==> src/verilog/gpio_port_pkg.sv <==
// Constants for the port A/B/C data register block
package gpio_port_pkg;

    localparam int          REG_W      = 16;
    localparam int          BUS_DW     = 32;
    localparam int          BUS_AW     = 8;
    localparam int          PA_W       = 10;
    localparam int          PB_W       = 14;
    localparam int          PCH_W      = 5;
    localparam int          PCL_W      = 16;
    localparam int          PC_W       = PCH_W + PCL_W;

    localparam logic [7:0]  OFF_PA     = 8'h00;
    localparam logic [7:0]  OFF_PB     = 8'h04;
    localparam logic [7:0]  OFF_PCH    = 8'h08;
    localparam logic [7:0]  OFF_PCL    = 8'h0c;

    localparam logic [15:0] DATA_RESET = 16'h0000;
    localparam logic [31:0] BUS_ZERO   = 32'h0000_0000;
    localparam int          SYNC_DEPTH = 2;

endpackage

==> src/verilog/gpio_port_data_regs_abc.sv <==
// Port A, B and C data registers behind a classic Wishbone slave
`timescale 1ns/10ps
module gpio_port_data_regs_abc
    import gpio_port_pkg::*;
(
    input  wire logic              clk_in,            // System clock, 25 MHz
    input  wire logic              rst_b_in,          // Async reset, active low
    input  wire logic              ce_in,             // Clock enable, freezes state
    input  wire logic              wb_cyc_in,         // Wishbone cycle
    input  wire logic              wb_stb_in,         // Wishbone strobe
    input  wire logic              wb_we_in,          // Wishbone write enable
    input  wire logic [BUS_AW-1:0] wb_adr_in,         // Wishbone byte address
    input  wire logic [3:0]        wb_sel_in,         // Wishbone byte lanes
    input  wire logic [BUS_DW-1:0] wb_dat_in,         // Wishbone write data
    output logic      [BUS_DW-1:0] wb_dat_out,        // Wishbone read data
    output logic                   wb_ack_out,        // Wishbone acknowledge
    input  wire logic [PA_W-1:0]   port_a_pin_in,     // Port A pins 25..16
    input  wire logic [PA_W-1:0]   port_a_dir_in,     // Port A direction, 1 = out
    input  wire logic [PA_W-1:0]   port_a_gpio_sel_in,// Port A general port select
    output logic      [PA_W-1:0]   port_a_pin_out,    // Port A pin drive level
    output logic      [PA_W-1:0]   port_a_oe_out,     // Port A output enable
    input  wire logic [PB_W-1:0]   port_b_pin_in,     // Port B pins 13..0
    input  wire logic [PB_W-1:0]   port_b_dir_in,     // Port B direction, 1 = out
    input  wire logic [PB_W-1:0]   port_b_gpio_sel_in,// Port B general port select
    output logic      [PB_W-1:0]   port_b_pin_out,    // Port B pin drive level
    output logic      [PB_W-1:0]   port_b_oe_out,     // Port B output enable
    input  wire logic [PC_W-1:0]   port_c_pin_in,     // Port C pins 20..0
    input  wire logic [PC_W-1:0]   port_c_dir_in,     // Port C direction, 1 = out
    input  wire logic [PC_W-1:0]   port_c_gpio_sel_in,// Port C general port select
    output logic      [PC_W-1:0]   port_c_pin_out,    // Port C pin drive level
    output logic      [PC_W-1:0]   port_c_oe_out      // Port C output enable
);

    // Lane merge for the two low byte lanes of a 16-bit register
    function automatic logic [15:0] merge_bytes(
        input logic [15:0] old_v,
        input logic [15:0] new_v,
        input logic [1:0]  be
    );
        merge_bytes = {be[1] ? new_v[15:8] : old_v[15:8],
                       be[0] ? new_v[7:0]  : old_v[7:0]};
    endfunction

    // Pin level only for pins that are general port and input
    function automatic logic [15:0] read_pick(
        input logic [15:0] data_v,
        input logic [15:0] pin_v,
        input logic [15:0] dir_v,
        input logic [15:0] gsel_v
    );
        logic [15:0] use_pin;
        use_pin   = gsel_v & ~dir_v;
        read_pick = (data_v & ~use_pin) | (pin_v & use_pin);
    endfunction

    logic [PA_W-1:0]   pa_data_q;
    logic [PA_W-1:0]   pa_data_d;
    logic [PB_W-1:0]   pb_data_q;
    logic [PB_W-1:0]   pb_data_d;
    logic [PCH_W-1:0]  pch_data_q;
    logic [PCH_W-1:0]  pch_data_d;
    logic [PCL_W-1:0]  pcl_data_q;
    logic [PCL_W-1:0]  pcl_data_d;
    logic              ack_q;
    logic              ack_d;
    logic [BUS_DW-1:0] dat_q;
    logic [BUS_DW-1:0] dat_d;

    wire [PA_W-1:0] pa_sync_w;
    wire [PB_W-1:0] pb_sync_w;
    wire [PC_W-1:0] pc_sync_w;

    gpio_pin_sync #(.W(PA_W)) u_sync_a
    (
        .clk_in   (clk_in),
        .rst_b_in (rst_b_in),
        .ce_in    (ce_in),
        .pin_in   (port_a_pin_in),
        .sync_out (pa_sync_w)
    );

    gpio_pin_sync #(.W(PB_W)) u_sync_b
    (
        .clk_in   (clk_in),
        .rst_b_in (rst_b_in),
        .ce_in    (ce_in),
        .pin_in   (port_b_pin_in),
        .sync_out (pb_sync_w)
    );

    gpio_pin_sync #(.W(PC_W)) u_sync_c
    (
        .clk_in   (clk_in),
        .rst_b_in (rst_b_in),
        .ce_in    (ce_in),
        .pin_in   (port_c_pin_in),
        .sync_out (pc_sync_w)
    );

    // Bus decode
    wire        req_w    = wb_cyc_in & wb_stb_in & ~ack_q;
    wire [7:0]  adr_w    = {wb_adr_in[7:2], 2'b00};
    wire        hit_pa_w = adr_w == OFF_PA;
    wire        hit_pb_w = adr_w == OFF_PB;
    wire        hit_pch_w = adr_w == OFF_PCH;
    wire        hit_pcl_w = adr_w == OFF_PCL;
    wire        wr_w     = req_w & wb_we_in;
    wire [15:0] wr_word_w = wb_dat_in[15:0];
    wire [1:0]  be_w     = wb_sel_in[1:0];

    // Upper bits of the A, B and C high merges are dropped: reserved bits keep no state
    wire [15:0] pa_merge_w  = merge_bytes(16'(pa_data_q), wr_word_w, be_w);
    wire [15:0] pb_merge_w  = merge_bytes(16'(pb_data_q), wr_word_w, be_w);
    wire [15:0] pch_merge_w = merge_bytes(16'(pch_data_q), wr_word_w, be_w);
    wire [15:0] pcl_merge_w = merge_bytes(pcl_data_q, wr_word_w, be_w);

    // Writes always store, whatever the pin function
    assign pa_data_d  = (wr_w & hit_pa_w)  ? pa_merge_w[PA_W-1:0]   : pa_data_q;
    assign pb_data_d  = (wr_w & hit_pb_w)  ? pb_merge_w[PB_W-1:0]   : pb_data_q;
    assign pch_data_d = (wr_w & hit_pch_w) ? pch_merge_w[PCH_W-1:0] : pch_data_q;
    assign pcl_data_d = (wr_w & hit_pcl_w) ? pcl_merge_w            : pcl_data_q;

    // Read selection per bit, driven by the pin function controller view
    wire [15:0] pa_rd_w  = read_pick(16'(pa_data_q), 16'(pa_sync_w),
                                     16'(port_a_dir_in), 16'(port_a_gpio_sel_in));
    wire [15:0] pb_rd_w  = read_pick(16'(pb_data_q), 16'(pb_sync_w),
                                     16'(port_b_dir_in), 16'(port_b_gpio_sel_in));
    wire [15:0] pch_rd_w = read_pick(16'(pch_data_q), 16'(pc_sync_w[PC_W-1:PCL_W]),
                                     16'(port_c_dir_in[PC_W-1:PCL_W]),
                                     16'(port_c_gpio_sel_in[PC_W-1:PCL_W]));
    wire [15:0] pcl_rd_w = read_pick(pcl_data_q, pc_sync_w[PCL_W-1:0],
                                     port_c_dir_in[PCL_W-1:0],
                                     port_c_gpio_sel_in[PCL_W-1:0]);

    // Unmapped words read as zero and still acknowledge
    wire [15:0] rd_mux_w = hit_pa_w  ? pa_rd_w  :
                           hit_pb_w  ? pb_rd_w  :
                           hit_pch_w ? pch_rd_w :
                           hit_pcl_w ? pcl_rd_w : DATA_RESET;

    assign ack_d = req_w;
    assign dat_d = req_w ? {16'h0000, rd_mux_w} : dat_q;

    // Drive only general port pins whose direction bit is one
    wire [PA_W-1:0] pa_drive_w = port_a_gpio_sel_in & port_a_dir_in;
    wire [PB_W-1:0] pb_drive_w = port_b_gpio_sel_in & port_b_dir_in;
    wire [PC_W-1:0] pc_drive_w = port_c_gpio_sel_in & port_c_dir_in;
    wire [PC_W-1:0] pc_data_w  = {pch_data_q, pcl_data_q};

    always_ff @(posedge clk_in or negedge rst_b_in)
    begin
        if (!rst_b_in)
        begin
            pa_data_q  <= DATA_RESET[PA_W-1:0];
            pb_data_q  <= DATA_RESET[PB_W-1:0];
            pch_data_q <= DATA_RESET[PCH_W-1:0];
            pcl_data_q <= DATA_RESET;
        end
        else if (ce_in)
        begin
            pa_data_q  <= pa_data_d;
            pb_data_q  <= pb_data_d;
            pch_data_q <= pch_data_d;
            pcl_data_q <= pcl_data_d;
        end
    end

    always_ff @(posedge clk_in or negedge rst_b_in)
    begin
        if (!rst_b_in)
        begin
            ack_q <= 1'b0;
            dat_q <= BUS_ZERO;
        end
        else if (ce_in)
        begin
            ack_q <= ack_d;
            dat_q <= dat_d;
        end
    end

    // Pin drive is registered, so it trails the data register by one cycle
    always_ff @(posedge clk_in or negedge rst_b_in)
    begin
        if (!rst_b_in)
        begin
            port_a_pin_out <= '0;
            port_a_oe_out  <= '0;
            port_b_pin_out <= '0;
            port_b_oe_out  <= '0;
            port_c_pin_out <= '0;
            port_c_oe_out  <= '0;
        end
        else if (ce_in)
        begin
            port_a_pin_out <= pa_data_q;
            port_a_oe_out  <= pa_drive_w;
            port_b_pin_out <= pb_data_q;
            port_b_oe_out  <= pb_drive_w;
            port_c_pin_out <= pc_data_w;
            port_c_oe_out  <= pc_drive_w;
        end
    end

    assign wb_ack_out = ack_q;
    assign wb_dat_out = dat_q;

    chk_a_drive_enable: assert property (
        @(posedge clk_in) disable iff (!rst_b_in)
        ce_in |=> port_a_oe_out == $past(pa_drive_w))
        else $error("Port A output enable does not follow selection and direction");

    chk_a_drive_level: assert property (
        @(posedge clk_in) disable iff (!rst_b_in)
        ce_in |=> port_a_pin_out == $past(pa_data_q))
        else $error("Port A drive level differs from stored data");

    chk_a_read_pick: assert property (
        @(posedge clk_in) disable iff (!rst_b_in)
        (ce_in && req_w && !wb_we_in && hit_pa_w)
        |=> wb_dat_out[PA_W-1:0] == (($past(pa_sync_w) & $past(port_a_gpio_sel_in) & ~$past(port_a_dir_in))
            | ($past(pa_data_q) & ~($past(port_a_gpio_sel_in) & ~$past(port_a_dir_in)))))
        else $error("Port A read data is not the selected source");

    chk_b_output_readback: assert property (
        @(posedge clk_in) disable iff (!rst_b_in)
        (ce_in && req_w && !wb_we_in && hit_pb_w && (&pb_drive_w))
        |=> wb_dat_out[PB_W-1:0] == $past(pb_data_q))
        else $error("Port B output pins did not read back stored data");

    chk_resv_read_zero: assert property (
        @(posedge clk_in) disable iff (!rst_b_in)
        (wb_ack_out && hit_pa_w) |-> wb_dat_out[31:PA_W] == '0)
        else $error("Reserved bits of port A read nonzero");

    chk_b_input_undriven: assert property (
        @(posedge clk_in) disable iff (!rst_b_in)
        (ce_in && pb_drive_w == '0) |=> port_b_oe_out == '0)
        else $error("Port B drives a pin that is not general output");

    chk_c_low_write: assert property (
        @(posedge clk_in) disable iff (!rst_b_in)
        (ce_in && wr_w && hit_pcl_w && be_w == 2'b11) |=> pcl_data_q == $past(wr_word_w))
        else $error("Port C low register did not store the written word");

    chk_c_drive_enable: assert property (
        @(posedge clk_in) disable iff (!rst_b_in)
        ce_in |=> port_c_oe_out == $past(pc_drive_w))
        else $error("Port C drives a pin not selected as general output");

    chk_sync_two_stage: assert property (
        @(posedge clk_in) disable iff (!rst_b_in)
        ce_in ##1 ce_in |=> pc_sync_w == $past(port_c_pin_in, 2))
        else $error("Port C pin sample latency is not two cycles");

    chk_ack_single: assert property (
        @(posedge clk_in) disable iff (!rst_b_in)
        wb_ack_out |=> !wb_ack_out)
        else $error("Acknowledge held longer than one cycle");

    // Pin drive and read masking seen from the ports; write storage and reset clearing on the data registers

    chk_b_drive_enable: assert property (
        @(posedge clk_in) disable iff (!rst_b_in)
        ce_in |=> port_b_oe_out == ($past(port_b_gpio_sel_in) & $past(port_b_dir_in)))
        else $error("Port B output enable does not follow selection and direction");

    chk_b_drive_level: assert property (
        @(posedge clk_in) disable iff (!rst_b_in)
        ce_in |=> port_b_pin_out == $past(pb_data_q))
        else $error("Port B drive level differs from stored data");

    chk_c_drive_level: assert property (
        @(posedge clk_in) disable iff (!rst_b_in)
        ce_in |=> port_c_pin_out == {$past(pch_data_q), $past(pcl_data_q)})
        else $error("Port C drive level differs from the two stored halves");

    chk_b_resv_zero: assert property (
        @(posedge clk_in) disable iff (!rst_b_in)
        (wb_ack_out && hit_pb_w) |-> wb_dat_out[31:PB_W] == '0)
        else $error("Reserved bits of port B read nonzero");

    chk_ch_resv_zero: assert property (
        @(posedge clk_in) disable iff (!rst_b_in)
        (wb_ack_out && hit_pch_w) |-> wb_dat_out[31:PCH_W] == '0)
        else $error("Reserved bits of port C high read nonzero");

    chk_upper_half_zero: assert property (
        @(posedge clk_in) disable iff (!rst_b_in)
        wb_ack_out |-> wb_dat_out[31:16] == '0)
        else $error("Upper half of the read word is nonzero");

    chk_a_write_store: assert property (
        @(posedge clk_in) disable iff (!rst_b_in)
        (ce_in && wr_w && hit_pa_w && be_w == 2'b11) |=> pa_data_q == $past(wr_word_w[PA_W-1:0]))
        else $error("Port A register did not store the written bits");

    chk_reset_clear: assert property (
        @(posedge clk_in) disable iff (!rst_b_in)
        $rose(rst_b_in) |-> (pa_data_q == '0 && pb_data_q == '0 && pch_data_q == '0 && pcl_data_q == '0))
        else $error("Data registers not cleared by reset");

endmodule

==> src/verilog/gpio_pin_sync.sv <==
// Two-flop synchroniser for asynchronous pin levels
`timescale 1ns/10ps
module gpio_pin_sync
    import gpio_port_pkg::*;
#(
    parameter int W = 1
)
(
    input  wire logic         clk_in,   // System clock
    input  wire logic         rst_b_in, // Async reset, active low
    input  wire logic         ce_in,    // Clock enable
    input  wire logic [W-1:0] pin_in,   // Raw pin levels
    output logic      [W-1:0] sync_out  // Synchronised levels
);

    logic [W-1:0] meta_q;

    // First stage feeds only the second stage
    always_ff @(posedge clk_in or negedge rst_b_in)
    begin
        if (!rst_b_in)
        begin
            meta_q   <= '0;
            sync_out <= '0;
        end
        else if (ce_in)
        begin
            meta_q   <= pin_in;
            sync_out <= meta_q;
        end
    end

endmodule

==> config.mk <==
export PLATFORM = sky130hd
export DESIGN_NAME = gpio_port_data_regs_abc
export DESIGN_NICKNAME = d
export VERILOG_FILES = /design/src/verilog/gpio_port_pkg.sv /design/src/verilog/gpio_port_data_regs_abc.sv /design/src/verilog/gpio_pin_sync.sv
export SDC_FILE = /design/constraint.sdc
export NUM_CORES = 1
export LEC_CHECK = 0
export BUFFER_PORTS_ARGS = -buffer_cell sky130_fd_sc_hd__buf_2
export CAP_MARGIN = 20
export CELL_PAD_IN_SITES_DETAIL_PLACEMENT = 1
export CELL_PAD_IN_SITES_GLOBAL_PLACEMENT = 1
export CORE_MARGIN = 4
export CORE_UTILIZATION = 44
export CTS_CLUSTER_DIAMETER = 100
export DETAILED_ROUTE_END_ITERATION = 7
export GPL_ROUTABILITY_DRIVEN = 0
export PLACE_DENSITY = 0.82
export SETUP_SLACK_MARGIN = 0.5
export SYNTH_ARGS = -nofsm -noshare
export SYNTH_HDL_FRONTEND = slang
export SYNTH_SLANG_ARGS = --single-unit
==> constraint.sdc <==
create_clock -name clk_in -period 5 [get_ports clk_in]
set_input_delay 0.5 -clock clk_in [delete_from_list [all_inputs] [get_ports clk_in]]
set_output_delay 0.5 -clock clk_in [all_outputs]
set_load 0.03 [all_outputs]
==> metrics.cfg <==
[critical_path]
cp_cell_sequence=clkbuf_8, and4b_1, nand3_1, nor2_1, mux2_2
crit_start=ce_in
cp.required_ns=5.39
cpLargestDelayFamily=simple AND/OR/NAND/NOR gates
r2r_cells=4
r2r_slack_ns=2.63
start_kind=primary input
reg2reg_from=wb_ack_out$_DFFE_PN0P_
crit_buf_inv=1
r2r_end=pch_data_q[4]$_DFFE_PN0P_
cp-end-kind=flip-flop
cpPeakStageDelay_ns=0.68
cp.depth=5
path_class=primary input to flip-flop
crit_arrival_ns=2.94
endpoint=pch_data_q[4]$_DFFE_PN0P_
cpMaxStageDelayCell=and4b_1
crit_fanout=96

[placed_design]
io_buffers=271
postPlaceCellArea_mm2=0.0119
hpwlAfterDp_um=20600

[clocking]
clk_latency_ns=0.52
cts_sinks=242
cts_htree_levels=1
cts_root_buffer=clkbuf_16
cts_setup_buffers=0
clockBufferDepth=3
hold_buffers=0
cts_buffers=26
clkTransAtPathRegs_ns=0.06
cts_tree=done
ctsResizeCount=0

[timing]
hold_viol=0
finalSetupTns_ns=0
period_needed_ns=2.55
fin_crit_sh_pct=51.1
max_slew_margin_pct=28.1
maxSlewViolCount=0
fmax_mhz=392
rsz0062_at_grt=false
finalClockSkew_ns=0.0197
setup_viol=0
tightestPinTransition_ns=1.08

[routing]
drc=0
drt-initial-drc-count=360
viasPerCell=5.16
vias=7127
wl_per_cell_um=20.4
drt_wl_total_um=28200
dr.pass1.iters=4
ant_nets=0

[power]
max-vdd-ir-drop_v=0.000231
p_per_area_mw_per_mm2=363
p_leak_nw=6.47

[logic_synthesis]
synth-simple-area-share_pct=7.67
yosys_most_used_dff=dfrtp_1
avgSynthCellArea_um2=13.2
ys_types=35
synthAdderAreaFrac_pct=0
synth_cells=778
ys_ff_latch=242
syn-cell-area_mm2=0.0103
synth_top_family_by_area=multiplexers
synth_compound_area_share_pct=5.36
yosys_warnings=0
synth_mux_area_share_pct=23.8
async_flop_share_pct=100
synth_edf_count=0
synth-xor-area-share_pct=0
synth-seq-area-share_pct=58.9

[global_routing]
grt_pass1_wl_um=44400
antenna_found_initial=5
grt-ovfl-total=0
grt_usage_pct=21.5
grt_max_degree=138
grt_pass1_vias=7752

[cells_and_area]
final_common_cell=buf_2
layout_common_cells=buf_2, dfrtp_1, mux2_2
final_area_mm2=0.0128
area_growth_syn_to_layout_pct=24.2
layout.nets=1230
drive_gt1_share_pct=46.9

[run]
maxCapViolCount=0

[min_path]
hold_path_class=primary input to asynchronous set/reset pin

[floorplanning]
rows=55
die_y_um=161
die_w_um=161
core_area_mm2=0.0228
floorplan.initialDensity_pct=45.1
ios=308
dieArea_mm2=0.0259

[run_status]
status=finished, final reports clean

## through the flow
stage	setup slack [ns]	cells	power (mW)	util (%)	hold WS [ns]
final	2.45	1381	4.64	56.0	0.0647
after global routing	2.35	1380	4.84	56.0	0.177
after CTS	2.46	1378	4.70	56.0	0.152
after detailed placement	1.96	1330	2.76	52.2	0.487
after global placement	1.98	1330	2.73	52.2	0.461
after floorplan	2.85	793	2.52	-	0.204
## cell families after synthesis
logic type / count (synthesis)
AND/OR/NAND/NOR: 132
multiplexers: 219
buffers and inverters: 96
other: 1
AO/OA/AOI/OAI: 88
flip-flops: 242
## cell type report
type                       count  area [µm²]
sequential                   242        6060
timing repair buffer         274        1420
clock buffer                  41         798
tap                          313         392
inverter                      46         173
multi-input combinational    455        3850
fill                        2406       10000
clock inverter                 7        62.6
antenna                        3        7.51
## power breakdown
group	switching [mW]	internal (mW)	total, mW
logic	0.321	0.225	0.546
clock network	0.771	1.14	1.91
registers	0.0763	2.10	2.18
total	1.17	3.47	4.64
## worst min path at each step
stage / to / slack [ns] / cells after the start
after floorplan: pa_data_q[0]$_DFFE_PN0P_ / 0.20 / 0
after global placement: wb_dat_out[14]$_DFFE_PN0P_ / 0.46 / 2
after detailed placement: wb_dat_out[14]$_DFFE_PN0P_ / 0.49 / 2
after CTS: u_sync_c.meta_q[17]$_DFFE_PN0P_ / 0.15 / 1
after global routing: port_c_oe_out[18]$_DFFE_PN0P_ / 0.18 / 1
final: port_c_oe_out[18]$_DFFE_PN0P_ / 0.06 / 1
## flip-flops by register name, indices dropped and copies added (netlist names), 14 cells and up
name	cells
port_c_oe_out	21
port_c_pin_out	21
u_sync_c.meta_q	21
u_sync_c.sync_out	21
pcl_data_q	16
wb_dat_out	16
pb_data_q	14
port_b_oe_out	14
port_b_pin_out	14
u_sync_b.meta_q	14
u_sync_b.sync_out	14
## synth_stat cells, drive strengths merged, types with 2 or more instances
library cell    n  share of area (%)
nand2b         29                1.8
o31ai           3               0.22
or2             2               0.12
buf            24                1.5
nor3b           6               0.44
nor2b          16               0.97
inv            46                1.7
and3b          10               0.85
o32ai           5               0.43
a21oi           5               0.24
a22o            4               0.34
a221o           5               0.49
nand3b          2               0.15
nor2            6               0.29
o22a            5               0.43
mux2i          39                3.8
a211oi         10               0.73
nand2           3               0.11
dfrtp         242                 59
mux2          180                 20
o21ai          51                2.5
nand3          48                2.3
nor3            5               0.24
clkbuf         26               0.95
## metal layers
layer / up-vias / GRT usage [%] / part of all wire (%)
li1: 3242 / - / -
met3: 54 / 4.34 / 6.3
met5: - / 0 / 0.13
met1: 3611 / 29.5 / 43
met4: 6 / 5.82 / 2.8
met2: 214 / 35.3 / 47
(Power assumes the default switching activity.)
